$ cat config.mk
export PLATFORM = sky130hd
export DESIGN_NAME = aoc_top
export DESIGN_NICKNAME = d
export VERILOG_FILES = /design/src/pkg/aoc_pkg.sv /design/src/rtl/aoc_sync.sv /design/src/rtl/aoc_top.sv
export SDC_FILE = /design/constraint.sdc
export NUM_CORES = 1
export LEC_CHECK = 0
export BUFFER_PORTS_ARGS = -buffer_cell sky130_fd_sc_hd__buf_2
export CAP_MARGIN = 10
export CORE_UTILIZATION = 35
export CTS_BUF_LIST = sky130_fd_sc_hd__clkbuf_8
export DETAILED_ROUTE_END_ITERATION = 12
export SLEW_MARGIN = 40
export SYNTH_ARGS = -nofsm -noshare
export SYNTH_HDL_FRONTEND = slang
export SYNTH_HIERARCHICAL = 1
export SYNTH_SLANG_ARGS = --single-unit
$ cat constraint.sdc
create_clock -name clock -period 22.6 [get_ports clock]
set_clock_uncertainty 0.05 [all_clocks]
set_input_delay 6.78 -clock clock [delete_from_list [all_inputs] [get_ports clock]]
set_output_delay 6.78 -clock clock [all_outputs]
set_load 0.005 [all_outputs]
$ cat src/pkg/aoc_pkg.sv
package aoc_pkg;
	localparam int WORD_W     = 14;
	localparam int REG_ADDR_W = 4;
	localparam int REG_DATA_W = 16;
	localparam int FMT_W      = 2;

	localparam logic [REG_ADDR_W-1:0] ADDR_CTRL   = 4'h0;
	localparam logic [REG_ADDR_W-1:0] ADDR_STATUS = 4'h1;

	localparam int CTRL_BYPASS_BIT = 0;
	localparam int CTRL_PD_BIT     = 1;
	localparam logic [1:0] CTRL_RESET = 2'h0;

	localparam int STAT_CLK_BIT    = 0;
	localparam int STAT_PD_BIT     = 1;
	localparam int STAT_LOCK_BIT   = 2;
	localparam int STAT_RANGE_BIT  = 3;
	localparam int STAT_BYPASS_BIT = 4;

	localparam int FMT_TWOS_BIT = 0;
	localparam int FMT_FALL_BIT = 1;

	localparam int CLK_PERIOD_NS     = 50;
	localparam int CLOCK_LOSS_NS     = 1000;
	localparam int CLOCK_LOSS_CYCLES = (CLOCK_LOSS_NS / CLK_PERIOD_NS < 1) ? 1 :
		CLOCK_LOSS_NS / CLK_PERIOD_NS;
	localparam int IDLE_W = 6;

	localparam int LATENCY_HALF = 33;
	localparam int LOCK_EDGES   = 8;
	localparam int LOCK_W       = 4;

	localparam int SERIAL_BITS = 16;
	localparam int SER_CNT_W   = 5;
	localparam int SER_ADDR_HI = 15;
	localparam int SER_ADDR_LO = 12;

	localparam logic [WORD_W-1:0] FULL_SCALE_LOW  = 14'h0000;
	localparam logic [WORD_W-1:0] FULL_SCALE_HIGH = 14'h3fff;

	typedef struct packed {
		logic              flag;
		logic [WORD_W-1:0] word;
	} aoc_out_s;

	typedef enum logic {
		SER_IDLE,
		SER_SHIFT
	} aoc_ser_e;
endpackage

$ cat src/rtl/aoc_sync.sv
`timescale 1ns/1ps
module aoc_sync #(
	parameter int W = 1
) (
	input  wire logic         clock,
	input  wire logic         reset,
	input  wire logic [W-1:0] d,
	output logic      [W-1:0] q
);
	logic [W-1:0] meta_reg;

	always_ff @(posedge clock or posedge reset) begin
		if (reset) begin
			meta_reg <= '0;
			q        <= '0;
		end else begin
			meta_reg <= d;
			q        <= meta_reg;
		end
	end
endmodule

$ cat src/rtl/aoc_top.sv
`timescale 1ns/1ps
// Notes on behaviour
// - After reset the phase loop is active; bypass applies only once software programs it.
// - In either loop mode the block powers down when the sample clock is absent or too slow.
// - Each result is a 14-bit word, bit 13 most significant and bit 0 least significant.
// - A data-ready clock is driven alongside the word so the receiver can latch it.
// - The range flag is high when the word sits at either full-scale limit, low otherwise.
// - A four-way select picks offset binary or twos complement and the latching edge.
// - The output enable is active high; low floats the word and flag outputs.
// - Reset returns registers and the datapath valid bits to their initial state, outputs low; the pipe words keep their values.
// - Mode registers are programmed over a three-wire serial interface.
// - Each word appears 16.5 sample clock periods after the sample that produced it.
// - Programmed power-down floats the word and flag outputs and holds the ready clock low.
module aoc_top (
	input  wire logic                              clock,
	input  wire logic                              reset,
	input  wire logic [aoc_pkg::REG_ADDR_W-1:0]    reg_addr,
	input  wire logic [aoc_pkg::REG_DATA_W-1:0]    reg_wdata,
	input  wire logic                              reg_write,
	input  wire logic                              reg_read,
	output logic      [aoc_pkg::REG_DATA_W-1:0]    reg_rdata,
	input  wire logic                              sample_clk,
	input  wire logic [aoc_pkg::WORD_W-1:0]        conversion_word,
	input  wire logic [aoc_pkg::FMT_W-1:0]         format_polarity_select,
	input  wire logic                              output_enable,
	input  wire logic                              serial_enable_n,
	input  wire logic                              serial_clk,
	input  wire logic                              serial_data,
	output logic      [aoc_pkg::WORD_W-1:0]        sample_word_out,
	output logic                                   sample_word_oe,
	output logic                                   range_exceeded_flag_out,
	output logic                                   range_exceeded_flag_oe,
	output logic                                   sample_ready_clk
);
	localparam int PINS_W = 5 + aoc_pkg::FMT_W + aoc_pkg::WORD_W;

	logic [PINS_W-1:0]               pins_s;
	logic                            sclk_s;
	logic                            oe_s;
	logic                            sen_n_s;
	logic                            sen_act_s;
	logic                            ser_clk_s;
	logic                            ser_dat_s;
	logic [aoc_pkg::FMT_W-1:0]       fmt_s;
	logic [aoc_pkg::WORD_W-1:0]      conv_s;
	logic                            sclk_d_reg;
	logic                            ser_clk_d_reg;
	logic                            sen_n_d_reg;
	logic                            rise;
	logic                            fall;
	logic                            any_edge;
	logic [1:0]                      ctrl_reg;
	logic [aoc_pkg::IDLE_W-1:0]      idle_reg;
	logic                            clk_ok_reg;
	logic [aoc_pkg::LOCK_W-1:0]      lock_cnt_reg;
	logic                            locked;
	logic                            pd;
	aoc_pkg::aoc_out_s               pipe_reg [0:aoc_pkg::LATENCY_HALF-1];
	logic [aoc_pkg::LATENCY_HALF-1:0] pipe_v_reg;
	aoc_pkg::aoc_out_s               ins;
	aoc_pkg::aoc_ser_e               ser_state_reg;
	logic [aoc_pkg::SERIAL_BITS-1:0] ser_shift_reg;
	logic [aoc_pkg::SER_CNT_W-1:0]   ser_cnt_reg;
	logic                            ser_done;

	aoc_sync #(.W(PINS_W)) u_sync (
		.clock (clock),
		.reset (reset),
		.d     ({sample_clk, output_enable, ~serial_enable_n, serial_clk, serial_data,
			format_polarity_select, conversion_word}),
		.q     (pins_s)
	);

	assign {sclk_s, oe_s, sen_act_s, ser_clk_s, ser_dat_s, fmt_s, conv_s} = pins_s;
	assign sen_n_s = ~sen_act_s;

	always_ff @(posedge clock or posedge reset) begin
		if (reset) begin
			sclk_d_reg    <= 1'b0;
			ser_clk_d_reg <= 1'b0;
			sen_n_d_reg   <= 1'b1;
		end else begin
			sclk_d_reg    <= sclk_s;
			ser_clk_d_reg <= ser_clk_s;
			sen_n_d_reg   <= sen_n_s;
		end
	end

	// Both sample clock edges advance the datapath by half a period.
	assign rise     = sclk_s & ~sclk_d_reg;
	assign fall     = ~sclk_s & sclk_d_reg;
	assign any_edge = rise | fall;

	// Three-wire frame: 16 bits, address in the top nibble, written on enable release.
	assign ser_done = (ser_state_reg == aoc_pkg::SER_SHIFT) && sen_n_s && !sen_n_d_reg &&
		(ser_cnt_reg == 5'(aoc_pkg::SERIAL_BITS));

	always_ff @(posedge clock or posedge reset) begin
		if (reset) begin
			ser_state_reg <= aoc_pkg::SER_IDLE;
			ser_shift_reg <= 16'h0000;
			ser_cnt_reg   <= '0;
		end else begin
			case (ser_state_reg)
				aoc_pkg::SER_IDLE: begin
					ser_cnt_reg <= '0;
					if (!sen_n_s) begin
						ser_state_reg <= aoc_pkg::SER_SHIFT;
					end
				end
				aoc_pkg::SER_SHIFT: begin
					if (sen_n_s) begin
						ser_state_reg <= aoc_pkg::SER_IDLE;
					end else if (ser_clk_s && !ser_clk_d_reg &&
						ser_cnt_reg != 5'(aoc_pkg::SERIAL_BITS)) begin
						ser_shift_reg <= {ser_shift_reg[aoc_pkg::SERIAL_BITS-2:0], ser_dat_s};
						ser_cnt_reg   <= ser_cnt_reg + 5'h01;
					end
				end
				default: ser_state_reg <= aoc_pkg::SER_IDLE;
			endcase
		end
	end

	// Loop active from reset; only an explicit write selects bypass.
	always_ff @(posedge clock or posedge reset) begin
		if (reset) begin
			ctrl_reg <= aoc_pkg::CTRL_RESET;
		end else if (reg_write && reg_addr == aoc_pkg::ADDR_CTRL) begin
			ctrl_reg <= reg_wdata[1:0];
		end else if (ser_done &&
			ser_shift_reg[aoc_pkg::SER_ADDR_HI:aoc_pkg::SER_ADDR_LO] == aoc_pkg::ADDR_CTRL) begin
			ctrl_reg <= ser_shift_reg[1:0];
		end
	end

	// A clock slower than the loss window counts as absent, in either loop mode.
	always_ff @(posedge clock or posedge reset) begin
		if (reset) begin
			idle_reg   <= '0;
			clk_ok_reg <= 1'b0;
		end else if (rise) begin
			idle_reg   <= '0;
			clk_ok_reg <= 1'b1;
		end else if (idle_reg == 6'(aoc_pkg::CLOCK_LOSS_CYCLES)) begin
			clk_ok_reg <= 1'b0;
		end else begin
			idle_reg <= idle_reg + 6'h01;
		end
	end

	assign pd = ctrl_reg[aoc_pkg::CTRL_PD_BIT] | ~clk_ok_reg;

	// The active loop needs a run of edges before its output is trusted; bypass does not.
	always_ff @(posedge clock or posedge reset) begin
		if (reset) begin
			lock_cnt_reg <= '0;
		end else if (pd) begin
			lock_cnt_reg <= '0;
		end else if (rise && lock_cnt_reg != 4'(aoc_pkg::LOCK_EDGES)) begin
			lock_cnt_reg <= lock_cnt_reg + 4'h1;
		end
	end

	assign locked = ctrl_reg[aoc_pkg::CTRL_BYPASS_BIT] ||
		lock_cnt_reg == 4'(aoc_pkg::LOCK_EDGES);

	// Coding and range check happen at capture so the pipe carries finished words.
	always_comb begin
		ins.flag = (conv_s == aoc_pkg::FULL_SCALE_LOW) || (conv_s == aoc_pkg::FULL_SCALE_HIGH);
		ins.word = conv_s;
		if (fmt_s[aoc_pkg::FMT_TWOS_BIT]) begin
			ins.word[aoc_pkg::WORD_W-1] = ~conv_s[aoc_pkg::WORD_W-1];
		end
	end

	// Half-period pipe: a word taken on a rising edge leaves 33 edges later.
	always_ff @(posedge clock or posedge reset) begin
		if (reset) begin
			pipe_v_reg <= '0;
		end else if (pd) begin
			pipe_v_reg <= '0;
		end else if (any_edge) begin
			pipe_v_reg <= {pipe_v_reg[aoc_pkg::LATENCY_HALF-2:0], rise};
		end
	end

	always_ff @(posedge clock) begin
		if (any_edge) begin
			pipe_reg[0] <= ins;
			for (int i = 1; i < aoc_pkg::LATENCY_HALF; i++) begin
				pipe_reg[i] <= pipe_reg[i-1];
			end
		end
	end

	// Reset forces the word low; one update per sample period.
	always_ff @(posedge clock or posedge reset) begin
		if (reset) begin
			sample_word_out         <= '0;
			range_exceeded_flag_out <= 1'b0;
		end else if (any_edge && !pd && locked && pipe_v_reg[aoc_pkg::LATENCY_HALF-1]) begin
			sample_word_out         <= pipe_reg[aoc_pkg::LATENCY_HALF-1].word;
			range_exceeded_flag_out <= pipe_reg[aoc_pkg::LATENCY_HALF-1].flag;
		end
	end

	// Words change on the falling sample edge, so the ready clock follows the sample clock
	// when latching on its rise and the inverse otherwise.
	always_ff @(posedge clock or posedge reset) begin
		if (reset) begin
			sample_ready_clk <= 1'b0;
		end else if (pd) begin
			sample_ready_clk <= 1'b0;
		end else begin
			sample_ready_clk <= sclk_s ^ fmt_s[aoc_pkg::FMT_FALL_BIT];
		end
	end

	// Float word and flag when disabled or powered down.
	always_ff @(posedge clock or posedge reset) begin
		if (reset) begin
			sample_word_oe         <= 1'b0;
			range_exceeded_flag_oe <= 1'b0;
		end else begin
			sample_word_oe         <= oe_s & ~pd;
			range_exceeded_flag_oe <= oe_s & ~pd;
		end
	end

	always_ff @(posedge clock or posedge reset) begin
		if (reset) begin
			reg_rdata <= 16'h0000;
		end else if (reg_read && reg_addr == aoc_pkg::ADDR_CTRL) begin
			reg_rdata <= {14'h0000, ctrl_reg};
		end else if (reg_read && reg_addr == aoc_pkg::ADDR_STATUS) begin
			reg_rdata <= {11'h000, ctrl_reg[aoc_pkg::CTRL_BYPASS_BIT], range_exceeded_flag_out,
				locked, pd, clk_ok_reg};
		end else begin
			reg_rdata <= 16'h0000;
		end
	end
endmodule

Word level (Yosys, flattened, before mapping)
Memories as Yosys holds them, arrays and structs flattened. A register that Yosys moved wholly into a read port is not among the register bits. Cells that the tools add are included.

Flip-flop bits (word level): 131. Latch bits: 0. Bits in writable memories: 495. Bits in read-only memories: 0. Bits of input ports: 45. Output and inout bits: 34. Memories: 1.

Memories: pipe_reg (depth 33, bits a word 15, read ports 33, clocked after Yosys merged registers in 1, wr ports 33, RTL line aoc_top.sv:58) `aoc_pkg::aoc_out_s pipe_reg [0:aoc_pkg::LATENCY_HALF-1];`.

$add $sub $neg: 3. Multiply operators: 0. Div/mod/pow operators: 0. Order comparisons: 0. Eq/ne operators: 10. Shift-type cells: 0. Mux-type cells: 20. Bitwise operators: 14. Reductions and logical operators: 27.

Operators with widths (count): 2-to-1 mux 33 bit (2); 2-to-1 mux 16 bit (1); 2-to-1 mux 5 bit (3); equality test 14 bit, second input constant (1); logical NOT 14 bit (1); logical AND 1 bit (13); 2-to-1 mux 6 bit (2); one-hot mux 5 bit (2 select lines) (1); logical NOT 4 bit (2); 2-to-1 mux 4 bit (2); inverter 1 bit (8); nonzero test 2 bit (4); 2-to-1 mux 1 bit (7); adder 6 x 1 -> 6 bit, second input constant (1); equality test 6 x 5 -> 1 bit, second input constant (1); adder 5 x 1 -> 5 bit, second input constant (1); equality test 5 bit, second input constant (1); inequality test 5 bit, second input constant (1); adder 4 x 1 -> 4 bit, second input constant (1); equality test 4 x 1 -> 1 bit, second input constant (1); equality test 4 bit, second input constant (1); 2-to-1 mux 2 bit (2); inequality test 2 x 1 -> 1 bit, second input constant (2); inequality test 4 bit, second input constant (1); other kinds (8) (14).

Longest topological paths before layout
Depth after elaboration: 7. Gate-level depth with buffers: 7.

Hierarchy
Netlist, hierarchy kept.

Modules (own cells, without submodules): aoc_top (instances 1, cells each 822, area an instance 18910.6 um^2, sequential area each 17192.7 um^2); aoc_sync (instances 1, cells each 43, area an instance 1054.8 um^2, sequential area each 1051.0 um^2).

Worst setup path after synthesis
OpenSTA, ideal clock, no wires.

Path kind: register to register. Start point: register u_sync.q[20]. End point: memory pipe_reg[0][0] (netlist name) (enable). Setup time: 843 ps. Arrival: 10703 ps. Setup slack: 11004 ps. Cell stages (with the launch flop): 5. Period minus slack after synthesis: 11596 ps. Cell sequence: dfrtp_1 > ha_1 > buf_2 > buf_1 > inv_1.

RTL lines: start: declaration (RTL line aoc_sync.sv:8) `output logic [W-1:0] q`; start signal: assignment (RTL line aoc_sync.sv:18) `q <= meta_reg;`; end: declaration (RTL line aoc_top.sv:58).

Final worst setup path
Start point: register range_exceeded_flag_out (read register of pipe_reg). End point: output range_exceeded_flag_out.

RTL lines: start: declaration (RTL line aoc_top.sv:31) `output logic range_exceeded_flag_out,`.

No word-level cell between the ends.

==> impl_metrics.tcl <==
set metrics [dict create \
    core-area_mm2 0.0564 \
    areaGrowthSynthToFinish_pct 14.8 \
    min_path_type "register to register" \
    cts_tree "yes" \
    synth_area_leaders "edfxtp_1 (74%), dfrtp_1 (17%), mux2i_1 (1.8%), mux2_2 (1.2%), nor2_1 (0.88%)" \
    crit_slowest_cell "dfrtp_1" \
    fin_crit_ps 8050 \
    crit_chain "buf_2" \
    wire_per_inst_um 12.1 \
    cts_made_buffers 94 \
    max_stage_delay_ps 430 \
    regToRegStartpoint "u_sync/q[20]" \
    tns_ps 0 \
    tightest_slew_ps 822 \
    ios 79 \
    cts_buffer_depth 3 \
    maxSlewHeadroom 0.452 \
    largest_reg_flops 495 \
    firstDrtPassIters 7 \
    r2r_setup_slack_ps 19290 \
    postSynthCellCount 865 \
    hold_start "u_sync/meta_reg[13]" \
    critPathTopFamily "flip-flops" \
    grt_first_pass_wirelength_um 37000 \
    ctsResizeCount 0 \
    hpwl_um 10800 \
    path_clk_slew_ps 60 \
    numClockSinks 630 \
    drtIter0Drc 625 \
    ff_latch_area_mm2 0.0182 \
    crit_fanout 3 \
    utilization 0.406 \
    die_w_um 241 \
    ys_ff_latch 630 \
    status "completed" \
    grt_max_degree 153 \
    synthFlopType "edfxtp_1" \
    postCtsHoldBufs 0 \
    diodes 0 \
    power.density_cell_area_mw_per_mm2 103 \
    fillers 5075 \
    period_share 0.356 \
    worst_ep_required_time_ps 15770 \
    avgSynthCellArea_um2 23.1 \
    startpoint "range_exceeded_flag_out" \
    drive_gt1_frac 0.203 \
    grt_pass1_vias 7742 \
    root_buffer "clkbuf_8" \
    drv_slew 0 \
    worstSetupEndpointType "primary output" \
    cts_setup_buffers 0 \
    crit_path_start_kind "register" \
    rsz0062_at_grt "no" \
    ir_worst_vdd_v 0.0000659 \
    viasPerCell 4.14 \
    max_freq_mhz 124 \
    initial_core_util 0.354 \
    synth_most_common_cell "edfxtp_1" \
    layout.nets 1058 \
    antenna_found_initial 0 \
    gp_congestion 0.720 \
    synth_edf_count 495 \
    async_reset_ff_frac 0.214 \
    final-setup-viol-count 0 \
    worstSkewPairLatency_ps 640 \
    cp.buffers_inverters 1 \
    grt_overflow 0 \
    yosysTopAreaCell "edfxtp_1" \
    hold_viol 0 \
    path_class "register to primary output" \
    p_leak_nw 8.73 \
    die_y_um 241 \
    multiInputGateArea_mm2 0.00155 \
    synth.cell_area_mm2 0.0200 \
    synthTopCellsByCount "edfxtp_1 (495), dfrtp_1 (134), nor2_1 (47)" \
    drc_errors 0 \
    cap_violations 0 \
    critical_path_arrival_ps 1220 \
    drt_wl_total_um 22300 \
    grt_usage 0.0794 \
    synth.distinct_cells 45 \
    num_vias 7622 \
    htreeDepth 3 \
    synth_top_area_share 0.745 \
    die_area_mm2 0.0580 \
    portBuffers 53 \
    placementRows 87 \
    seq_area_frac_synth 0.914 \
    ant_nets 0 \
    synth_warnings 6 \
]
layout by cell type (no fill, tap or decap), drive strengths merged, types with 5 or more instances in the layout:
cell type  netlist  final
inv             14     52
nor2            47     47
ha               7      7
xnor2            8      8
buf             19     59
edfxtp         495    495
clkinv           0     31
nand4            7      7
nor4             5      5
mux2            31     31
nand3            8      8
mux2i           36     36
nand2           12     12
dfrtp          134    134
clkbuf           5    102
conb             1     11
layer usage:
metal  track usage  routed length, um
met2         0.116              10000
met5             0                  0
met1        0.0991              10300
met4        0.0445                825
met3        0.0337               1200
logic make-up after synthesis:
family | count (synthesis) | share of synthesized area
adder cells (fa/ha/maj) | 7 | 0.00439
multiplexers | 67 | 0.0374
buffers and inverters | 38 | 0.0112
other | 1 | 0.000188
AND/OR/NAND/NOR | 95 | 0.0231
AO/OA/AOI/OAI | 16 | 0.00514
XOR/XNOR | 11 | 0.00483
flip-flops | 630 | 0.914
where the power goes:
part | switching (W) | internal [W] | total [W]
sequential | 0.0000336 | 0.00140 | 0.00143
combinational | 0.0000578 | 0.0000203 | 0.0000781
clock | 0.000408 | 0.000442 | 0.000850
layout make-up:
type                       count  share of cell area
tap                          756              0.0413
clock inverter                72              0.0164
sequential                   630               0.796
clock buffer                 102              0.0613
inverter                      14             0.00300
timing repair buffer          59              0.0144
multi-input combinational    207              0.0676
metrics by stage:
step	cell area, um2	hold slack [ps]	power, W	instances	setup slack (ps)
floorplan	20000	281	0.00154	875	11000
global placement	21100	282	0.00152	1666	14550
detailed placement	21100	285	0.00154	1666	14590
CTS	22900	289	0.00241	1840	14450
global route	22900	290	0.00247	1840	14440
finish	22900	287	0.00236	1840	14550
final timing paths:
path / to / depth (start not counted)
worst min register to register: u_sync/q[13] / 0
worst max-delay path: range_exceeded_flag_out / 1
max in group asynchronous: ser_shift_reg[4] / 3
min in group asynchronous: sample_word_out[12] / 2
worst max register to register: pipe_reg[7][5] / 4
worst min-delay path: u_sync/q[13] / 0
(Power assumes the default switching activity.)
